### src/verilog/lpm_pkg.sv
// constants for the local-to-pci master window control block
package lpm_pkg;
  localparam logic [7:0]  LPM_OFS_IO_BASE  = 8'h24;
  localparam logic [7:0]  LPM_OFS_REMAP    = 8'h28;
  localparam logic [31:0] LPM_IO_BASE_RST  = 32'h0000_0000;
  localparam logic [31:0] LPM_REMAP_RST    = 32'h0000_0000;
  localparam logic [31:0] LPM_IO_BASE_WMSK = 32'hFFFF_0000;
  // field positions of master_pci_remap_ctrl
  localparam int LPM_B_MEM_EN     = 0;
  localparam int LPM_B_IO_EN      = 1;
  localparam int LPM_B_READ_AHEAD = 2;
  localparam int LPM_B_PF_LO      = 3;
  localparam int LPM_B_READ_MODE  = 4;
  localparam int LPM_B_AF_LO      = 5;
  localparam int LPM_B_AF_HI4     = 8;
  localparam int LPM_B_MWI        = 9;
  localparam int LPM_B_AF_TOP     = 10;
  localparam int LPM_B_PF_LIMIT   = 11;
  localparam int LPM_B_PF_HI      = 12;
  localparam int LPM_B_IO_REMAP   = 13;
  localparam int LPM_B_DLY_LO     = 14;
  localparam int LPM_B_DLY_HI     = 15;
  // prefetch depths in words
  localparam logic [4:0] LPM_PF_WORDS_1 = 5'h04;
  localparam logic [4:0] LPM_PF_WORDS_2 = 5'h08;
  localparam logic [4:0] LPM_PF_WORDS_3 = 5'h10;
  // write request delays in pci clocks (pci clock is the block clock)
  localparam int         LPM_CLK_MHZ    = 100;
  localparam int         LPM_PCI_MHZ    = 100;
  localparam logic [4:0] LPM_DLY_1 = 5'(4 * LPM_CLK_MHZ / LPM_PCI_MHZ);
  localparam logic [4:0] LPM_DLY_2 = 5'(8 * LPM_CLK_MHZ / LPM_PCI_MHZ);
  localparam logic [4:0] LPM_DLY_3 = 5'(16 * LPM_CLK_MHZ / LPM_PCI_MHZ);
  // memory write and invalidate waits for this many words
  localparam logic [6:0] LPM_MWI_WORDS  = 7'h08;
  localparam int         LPM_XLAT_W     = 33;
  typedef enum logic [1:0] {LPM_W_IDLE, LPM_W_DELAY, LPM_W_WAIT} lpm_wr_t;
endpackage

### src/verilog/lpm_buf2.sv
// two-entry valid/ready buffer, head entry held in a flip-flop
`timescale 1ns/1ps
module lpm_buf2 #(
  parameter int W = 33
) (
  input  wire logic         clock,
  input  wire logic         rst_n,
  input  wire logic         in_valid,
  input  wire logic [W-1:0] in_data,
  output logic              in_ready,
  output logic              out_valid,
  output logic      [W-1:0] out_data,
  input  wire logic         out_ready
);
  logic [W-1:0] ent1;
  logic [1:0]   cnt;
  logic [1:0]   next_cnt;
  logic         push;
  logic         pop;

  assign push = in_valid && in_ready;
  assign pop  = out_valid && out_ready;

  always_comb begin
    next_cnt = cnt;
    if (push && !pop) begin
      next_cnt = cnt + 2'd1;
    end else if (pop && !push) begin
      next_cnt = cnt - 2'd1;
    end
  end

  always_ff @(posedge clock or negedge rst_n) begin
    if (!rst_n) begin
      cnt       <= 2'd0;
      in_ready  <= 1'b0;
      out_valid <= 1'b0;
    end else begin
      cnt       <= next_cnt;
      in_ready  <= (next_cnt != 2'd2);
      out_valid <= (next_cnt != 2'd0);
    end
  end

  // head moves up from entry 1 on a pop, new word lands in the first free
  always_ff @(posedge clock or negedge rst_n) begin
    if (!rst_n) begin
      out_data <= '0;
      ent1     <= '0;
    end else begin
      if (pop) begin
        out_data <= (cnt == 2'd2) ? ent1 : in_data;
      end else if (push && cnt == 2'd0) begin
        out_data <= in_data;
      end
      if (push && ((cnt == 2'd1 && !pop) || (cnt == 2'd2 && pop))) begin
        ent1 <= in_data;
      end
    end
  end
endmodule

### src/verilog/lpm_window_ctrl.sv
// local-to-pci master window decode, remap and path control
`timescale 1ns/1ps
module lpm_window_ctrl
  import lpm_pkg::*;
(
  input  wire logic        clock,
  input  wire logic        rst_n,
  input  wire logic        reg_wr,
  input  wire logic        reg_rd,
  input  wire logic [7:0]  reg_addr,
  input  wire logic [31:0] reg_wdata,
  output logic      [31:0] reg_rdata,
  output logic             reg_rvalid,
  input  wire logic [15:0] master_decode_range,
  input  wire logic [15:0] master_memory_base,
  input  wire logic        req_valid,
  input  wire logic [31:0] req_addr,
  input  wire logic        req_io,
  output logic             req_ready,
  output logic             out_valid,
  output logic      [31:0] out_addr,
  output logic             out_io,
  input  wire logic        out_ready,
  input  wire logic        rd_done,
  input  wire logic        rd_fifo_full,
  input  wire logic [31:0] pf_addr,
  input  wire logic [4:0]  pf_count,
  input  wire logic [6:0]  wf_count,
  input  wire logic        burst_wr_start,
  output logic             flush_rd_fifo,
  output logic             pf_stop,
  output logic             release_bus,
  output logic             irdy_hold_off,
  output logic             write_fifo_almost_full_out,
  output logic             pci_req_start
);
  logic [31:0] master_io_cfg_base;
  logic [31:0] master_pci_remap_ctrl;
  logic [15:0] remap_hi;
  logic [1:0]  pf_size;
  logic [1:0]  wr_dly_sel;
  logic [4:0]  af_thr;
  logic [4:0]  pf_limit_words;
  logic        mem_hit;
  logic        io_hit;
  logic [31:0] xl_addr;
  logic        in_valid;
  logic        buf_ready;
  logic [LPM_XLAT_W-1:0] buf_out;
  lpm_wr_t     wr_state;
  logic [4:0]  wr_cnt;
  logic [4:0]  wr_dly;

  assign remap_hi   = master_pci_remap_ctrl[31:16];
  assign pf_size    = {master_pci_remap_ctrl[LPM_B_PF_HI],
                       master_pci_remap_ctrl[LPM_B_PF_LO]};
  assign wr_dly_sel = master_pci_remap_ctrl[LPM_B_DLY_HI:LPM_B_DLY_LO];
  assign af_thr     = {master_pci_remap_ctrl[LPM_B_AF_TOP],
                       master_pci_remap_ctrl[LPM_B_AF_HI4:LPM_B_AF_LO]};

  // register writes; low half of io base is fixed at zero
  always_ff @(posedge clock or negedge rst_n) begin
    if (!rst_n) begin
      master_io_cfg_base    <= LPM_IO_BASE_RST;
      master_pci_remap_ctrl <= LPM_REMAP_RST;
    end else if (reg_wr) begin
      if (reg_addr == LPM_OFS_IO_BASE) begin
        master_io_cfg_base <= reg_wdata & LPM_IO_BASE_WMSK;
      end
      if (reg_addr == LPM_OFS_REMAP) begin
        master_pci_remap_ctrl <= reg_wdata;
      end
    end
  end

  // register reads answer one cycle later, unmapped reads give zero
  always_ff @(posedge clock or negedge rst_n) begin
    if (!rst_n) begin
      reg_rdata  <= 32'h0000_0000;
      reg_rvalid <= 1'b0;
    end else begin
      reg_rvalid <= reg_rd;
      if (reg_rd) begin
        unique case (reg_addr)
          LPM_OFS_IO_BASE: reg_rdata <= master_io_cfg_base;
          LPM_OFS_REMAP:   reg_rdata <= master_pci_remap_ctrl;
          default:         reg_rdata <= 32'h0000_0000;
        endcase
      end
    end
  end

  // address decode and translation
  assign mem_hit = master_pci_remap_ctrl[LPM_B_MEM_EN] &&
                   !req_io &&
                   ((req_addr[31:16] & master_decode_range) ==
                    master_memory_base);
  assign io_hit  = master_pci_remap_ctrl[LPM_B_IO_EN] &&
                   req_io &&
                   (req_addr[31:16] ==
                    master_io_cfg_base[31:16]);

  always_comb begin
    xl_addr = req_addr;
    if (req_io) begin
      xl_addr[31:16] = master_pci_remap_ctrl[LPM_B_IO_REMAP] ?
                       16'h0000 : remap_hi;
    end else begin
      xl_addr[31:16] = (remap_hi & master_decode_range) |
                       (req_addr[31:16] & ~master_decode_range);
    end
  end

  // misses are taken and dropped; hits queue for the pci side
  assign in_valid  = req_valid && (mem_hit || io_hit);
  assign req_ready = buf_ready;
  assign out_io    = buf_out[LPM_XLAT_W-1];
  assign out_addr  = buf_out[31:0];

  lpm_buf2 #(
    .W (LPM_XLAT_W)
  ) u_buf (
    .clock     (clock),
    .rst_n     (rst_n),
    .in_valid  (in_valid),
    .in_data   ({req_io, xl_addr}),
    .in_ready  (buf_ready),
    .out_valid (out_valid),
    .out_data  (buf_out),
    .out_ready (out_ready)
  );

  // read fifo handling and prefetch limits
  always_comb begin
    unique case (pf_size)
      2'b00: pf_limit_words = 5'h00;
      2'b01: pf_limit_words = LPM_PF_WORDS_1;
      2'b10: pf_limit_words = LPM_PF_WORDS_2;
      2'b11: pf_limit_words = LPM_PF_WORDS_3;
    endcase
  end

  always_ff @(posedge clock or negedge rst_n) begin
    if (!rst_n) begin
      flush_rd_fifo <= 1'b0;
      pf_stop       <= 1'b0;
      release_bus   <= 1'b0;
      irdy_hold_off <= 1'b0;
    end else begin
      flush_rd_fifo <= rd_done &&
        !(master_pci_remap_ctrl[LPM_B_READ_AHEAD] && pf_size == 2'b00);
      pf_stop <= ((pf_size != 2'b00) &&
                  (pf_count >= pf_limit_words)) ||
                 (master_pci_remap_ctrl[LPM_B_PF_LIMIT] &&
                  (pf_addr[11:2] == 10'h3FF));
      release_bus   <= rd_fifo_full &&
                       !master_pci_remap_ctrl[LPM_B_READ_MODE];
      irdy_hold_off <= rd_fifo_full &&
                       master_pci_remap_ctrl[LPM_B_READ_MODE];
    end
  end

  // write fifo almost full threshold
  always_ff @(posedge clock or negedge rst_n) begin
    if (!rst_n) begin
      write_fifo_almost_full_out <= 1'b0;
    end else begin
      write_fifo_almost_full_out <=
        ({1'b0, wf_count} > ({3'b000, af_thr} + 8'd1) * 8'd2);
    end
  end

  // delayed write request and write-and-invalidate gating
  always_comb begin
    unique case (wr_dly_sel)
      2'b00: wr_dly = 5'h00;
      2'b01: wr_dly = LPM_DLY_1;
      2'b10: wr_dly = LPM_DLY_2;
      2'b11: wr_dly = LPM_DLY_3;
    endcase
  end

  always_ff @(posedge clock or negedge rst_n) begin
    if (!rst_n) begin
      wr_state      <= LPM_W_IDLE;
      wr_cnt        <= 5'h00;
      pci_req_start <= 1'b0;
    end else begin
      pci_req_start <= 1'b0;
      unique case (wr_state)
        LPM_W_IDLE: begin
          if (burst_wr_start) begin
            wr_cnt   <= wr_dly;
            wr_state <= (wr_dly == 5'h00) ? LPM_W_WAIT : LPM_W_DELAY;
          end
        end
        LPM_W_DELAY: begin
          wr_cnt <= wr_cnt - 5'd1;
          if (wr_cnt == 5'd1) begin
            wr_state <= LPM_W_WAIT;
          end
        end
        LPM_W_WAIT: begin
          if (!master_pci_remap_ctrl[LPM_B_MWI] ||
              wf_count >= LPM_MWI_WORDS) begin
            pci_req_start <= 1'b1;
            wr_state      <= LPM_W_IDLE;
          end
        end
        default: begin
          wr_state <= LPM_W_IDLE;
        end
      endcase
    end
  end
endmodule
### config.mk
export PLATFORM = sky130hd
export DESIGN_NAME = lpm_window_ctrl
export DESIGN_NICKNAME = d
export VERILOG_FILES = /design/src/verilog/lpm_pkg.sv /design/src/verilog/lpm_buf2.sv /design/src/verilog/lpm_window_ctrl.sv
export SDC_FILE = /design/constraint.sdc
export NUM_CORES = 1
export LEC_CHECK = 0
export BUFFER_PORTS_ARGS = -buffer_cell sky130_fd_sc_hd__buf_2
export CAP_MARGIN = 20
export CORE_UTILIZATION = 45
export CTS_CLUSTER_SIZE = 8
export DETAILED_ROUTE_END_ITERATION = 10
export GPL_ROUTABILITY_DRIVEN = 0
export MAX_ROUTING_LAYER = met4
export PLACE_DENSITY = 0.68
export SKIP_CTS_REPAIR_TIMING = 1
export SYNTH_ARGS = -nofsm -noshare
export SYNTH_HDL_FRONTEND = slang
export SYNTH_SLANG_ARGS = --single-unit
### constraint.sdc
create_clock -name clock -period 3.3 [get_ports clock]
set_input_delay 0.66 -clock clock [delete_from_list [all_inputs] [get_ports clock]]
set_output_delay 0.66 -clock clock [all_outputs]
set_load 0.01 [all_outputs]
==> metrics.md <==
| Metric | Value |
|---|---|
| Status | completed |
| Layout Cells excl Fill | 1245 |
| Max VDD drop | 0.000344 V |
| Syn Inst Count | 798 |
| Initial antenna violation count | 3 |
| Seq/Total Area, Yosys | 50.6% |
| Worst R2R Path Depth | 7 |
| Number of port buffers | 209 |
| Root Buffer | clkbuf_16 |
| Clock Latency Late Sink | 0.43 ns |
| Nets | 1178 |
| Lkg Pwr | 4.97 nW |
| WP data arrival | 2.99 ns |
| FF-to-FF End | u_buf.out_data[14]$_DFFE_PN0P_ |
| CTS tree | yes |
| Synth top area cells | dfrtp_1 51%, mux2_2 6.7%, nor2_1 4.3%, nand3_1 3.6%, mux2_4 3.1% |
| Gr usage total | 25.0% |
| Worst Path Max Fanout | 16 |
| Width of the die | 136 um |
| YS warnings | 0 |
| Die area | 18600 um^2 |
| Sequential cell area | 4100 um^2 |
| Initial DRC Count | 461 |
| Synthesized area per cell | 10.2 um^2 |
| Synth top area share | 50.6% |
| H-tree depth | 4 |
| Cts bufs inserted | 17 |
| Final Hold Vio Count | 0 |
| Global routing's busiest layer | met2 |
| Async SR Flop Fraction | 100% |
| Worst setup path end | u_buf.ent1[13]$_DFFE_PN0P_ |
| Met3 usage | 4.70% |
| Main synth FF type | dfrtp_1 |
| RR Startpoint | u_buf.cnt[0]$_DFF_PN0_ |
| Critical path type | primary input to flip-flop |
| Largest net degree at the start of global routing | 70 |
| Multi-input logic area | 3640 um^2 |
| Yosys reg bits | 164 |
| Core area | 17400 um^2 |
| Number of fill cells in the layout | 1557 |
| PD cells | 572 nW/um^2 |
| GR Layer Usage met1 | 33.7% |
| # IOs | 232 |
| Slew headroom | 31.1% |
| Layout cells sized above 1 | 33.1% |
| Crit-path slowest cell | or3b_2 |
| Chip height | 136 um |
| CP Capture Type | flip-flop |
| Fmax | 373 MHz |
| Critical Path Source Type | primary input |
| Max_cap viols | 0 |
| Hold WC Path Type | primary input to asynchronous set/reset pin |
| Cell taking the most area after synthesis | dfrtp_1 |
| Syn Nets | 971 |
| Worst-path clk slew | 0.06 ns |
| Worst path max stage delay | 0.55 ns |
| Cell Area, Synth | 8110 um^2 |
| Clk_skew | 0.00796 ns |
| CP Cell Sequence | buf_2 -> a21o_1 -> a211oi_1 -> buf_4 -> nand4_1 -> o32ai_4 -> or3b_2 -> buf_12 -> mux2_4 |
| Number of setup violations in the final report | 0 |
| Site Rows | 48 |
| Slew Limit Fails | 0 |
| Total grt overflow | 0 |
| RSZ-0062 raised after global routing | false |
| Crit path buf inv count | 3 |
| Data required, critical path | 3.61 ns |
| Vias per cell | 5.37 |
| Crit path from | req_addr[17] |
| WL per Instance | 17.3 um |
| Final ANT Viol Nets | 0 |
| Final WL | 21600 um |
| Final HPWL from detailed placement | 15600 um |
| Remaining DRCs | 0 |
| Reg2Reg Setup Slack | 0.64 ns |
| CP delay by family, top | compound AO/OA/AOI/OAI gates |
| Synth cell types | 49 |
| Setup_tns | 0 ns |
| Worst path depth | 9 |
| Met2 Use GR | 37.4% |
| Vias in the first global route | 6396 |
| First-pass GRT wire length | 34100 um |
| Num Clock Sinks | 164 |
| Layout area overhead | 24.5% |
| Drt pass-1 iters | 5 |
| Initial Util | 46.5% |
| Clk buf depth | 2 |
| Routed vias | 6687 |
| Post-synth EDFFs | 0 |
| Final period util | 81.2% |
| Slew @ Worst Pin | 1.03 ns |
| Placed cells | 1211 |
| Fin crit period | 2.68 ns |
through the flow:
| step | hold WS [ns] | util (%) | worst slack [ns] | total power, W | instance area [um^2] |
|---|---|---|---|---|---|
| after CTS | 0.270 | 57.9 | 0.603 | 0.00582 | 10100 |
| after global routing | 0.291 | 57.9 | 0.412 | 0.00608 | 10100 |
| after global placement | 0.448 | 54.4 | 0.220 | 0.00372 | 9480 |
| final | 0.247 | 57.9 | 0.619 | 0.00577 | 10100 |
| after detailed placement | 0.461 | 54.4 | 0.234 | 0.00376 | 9480 |
| after floorplan | 0.364 | - | 0.523 | 0.00321 | 8110 |
worst reg2reg max path, stage by stage (launching register included):
cell and delay, ns:
dfrtp_1 0.44, inv_1 0.19, ha_1 0.46, buf_4 0.27
nor2_1 0.07, a31oi_2 0.73, nor2_1 0.08, a221oi_1 0.30
layout make-up:
type	count	area share, %
clock inverter	11	1.51
tap	225	2.79
clock buffer	20	4.53
antenna	3	0.0744
timing repair buffer	234	12.5
sequential	164	40.7
inverter	49	1.82
multi-input combinational	539	36.1
cell usage after synthesis (14+ instances only):
| cell | count |
|---|---|
| nor2_1 | 92 |
| mux2_2 | 48 |
| a221oi_1 | 17 |
| nand3_1 | 59 |
| ha_1 | 15 |
| inv_1 | 49 |
| a31oi_1 | 19 |
| clkbuf_1 | 35 |
| o21ai_0 | 33 |
| mux2_4 | 17 |
| a21oi_1 | 42 |
| mux2i_1 | 14 |
| nand2_1 | 34 |
| a22oi_1 | 21 |
| dfrtp_1 | 164 |
| xnor2_1 | 23 |
| or3_1 | 18 |
flip-flops by register name (all words and copies together), names as in the netlist, 2 cells and up:
signal	count
reg_rdata	32
wr_state	2
master_io_cfg_base	16
u_buf.cnt	2
u_buf.out_data	33
wr_cnt	5
u_buf.ent1	33
master_pci_remap_ctrl	32
report_power, final:
part           total, W  switching [W]  internal (W)
clock network   0.00205       0.000820       0.00123
logic           0.00128       0.000728      0.000547
registers       0.00244       0.000185       0.00226
layout by cell type, fill, tap and decap left out, drive strengths merged, types with 4 or more instances in the layout:
master	synthesis	layout
nand4	9	9
ha	15	15
inv	49	50
a221oi	17	17
nand2b	6	6
or3	18	18
a21oi	42	42
a31oi	19	19
and3	11	11
nand3	60	60
nor2b	4	4
a22oi	21	21
xor2	5	5
a21o	6	6
clkinv	0	4
xnor2	23	23
o22a	4	4
o21ai	43	43
mux2i	14	14
nor2	92	92
mux2	65	65
buf	11	234
nor3	5	5
clkbuf	35	20
nand2	34	34
dfrtp	164	164
kinds of logic after synthesis:
group                      Yosys count  synth area share, %
muxes                               79                 11.5
buffers and inverters               95                 4.62
DFF                                164                 50.6
xor gates and xnor gates            28                 3.03
and+or+nand+nor                    253                 15.0
AOI/OAI and AO/OA                  164                 12.8
adders and majority gates           15                 2.32
routing by layer:
metal | wire length (um) | vias up | share of wire (%)
li1 | - | 3231 | -
met1 | 9790 | 3243 | 45
met2 | 10200 | 181 | 47
met3 | 1110 | 32 | 5.1
met4 | 456 | 0 | 2.1
met5 | 0 | - | 0
worst min path at each step:
stage,slack (ns),to,depth (start not counted),startpoint
2_1_floorplan,0.36,flush_rd_fifo$_DFF_PN0_,0,rst_n
3_3_place_gp,0.45,release_bus$_DFF_PN0_,1,master_pci_remap_ctrl[4]$_DFFE_PN0P_
3_5_place_dp,0.46,release_bus$_DFF_PN0_,1,master_pci_remap_ctrl[4]$_DFFE_PN0P_
4_1_cts,0.27,u_buf.out_data[23]$_DFFE_PN0P_,1,rst_n
5_1_grt,0.29,u_buf.ent1[29]$_DFFE_PN0P_,1,rst_n
6_report,0.25,u_buf.out_data[23]$_DFFE_PN0P_,1,rst_n
Power figures use the tool's default switching activity.
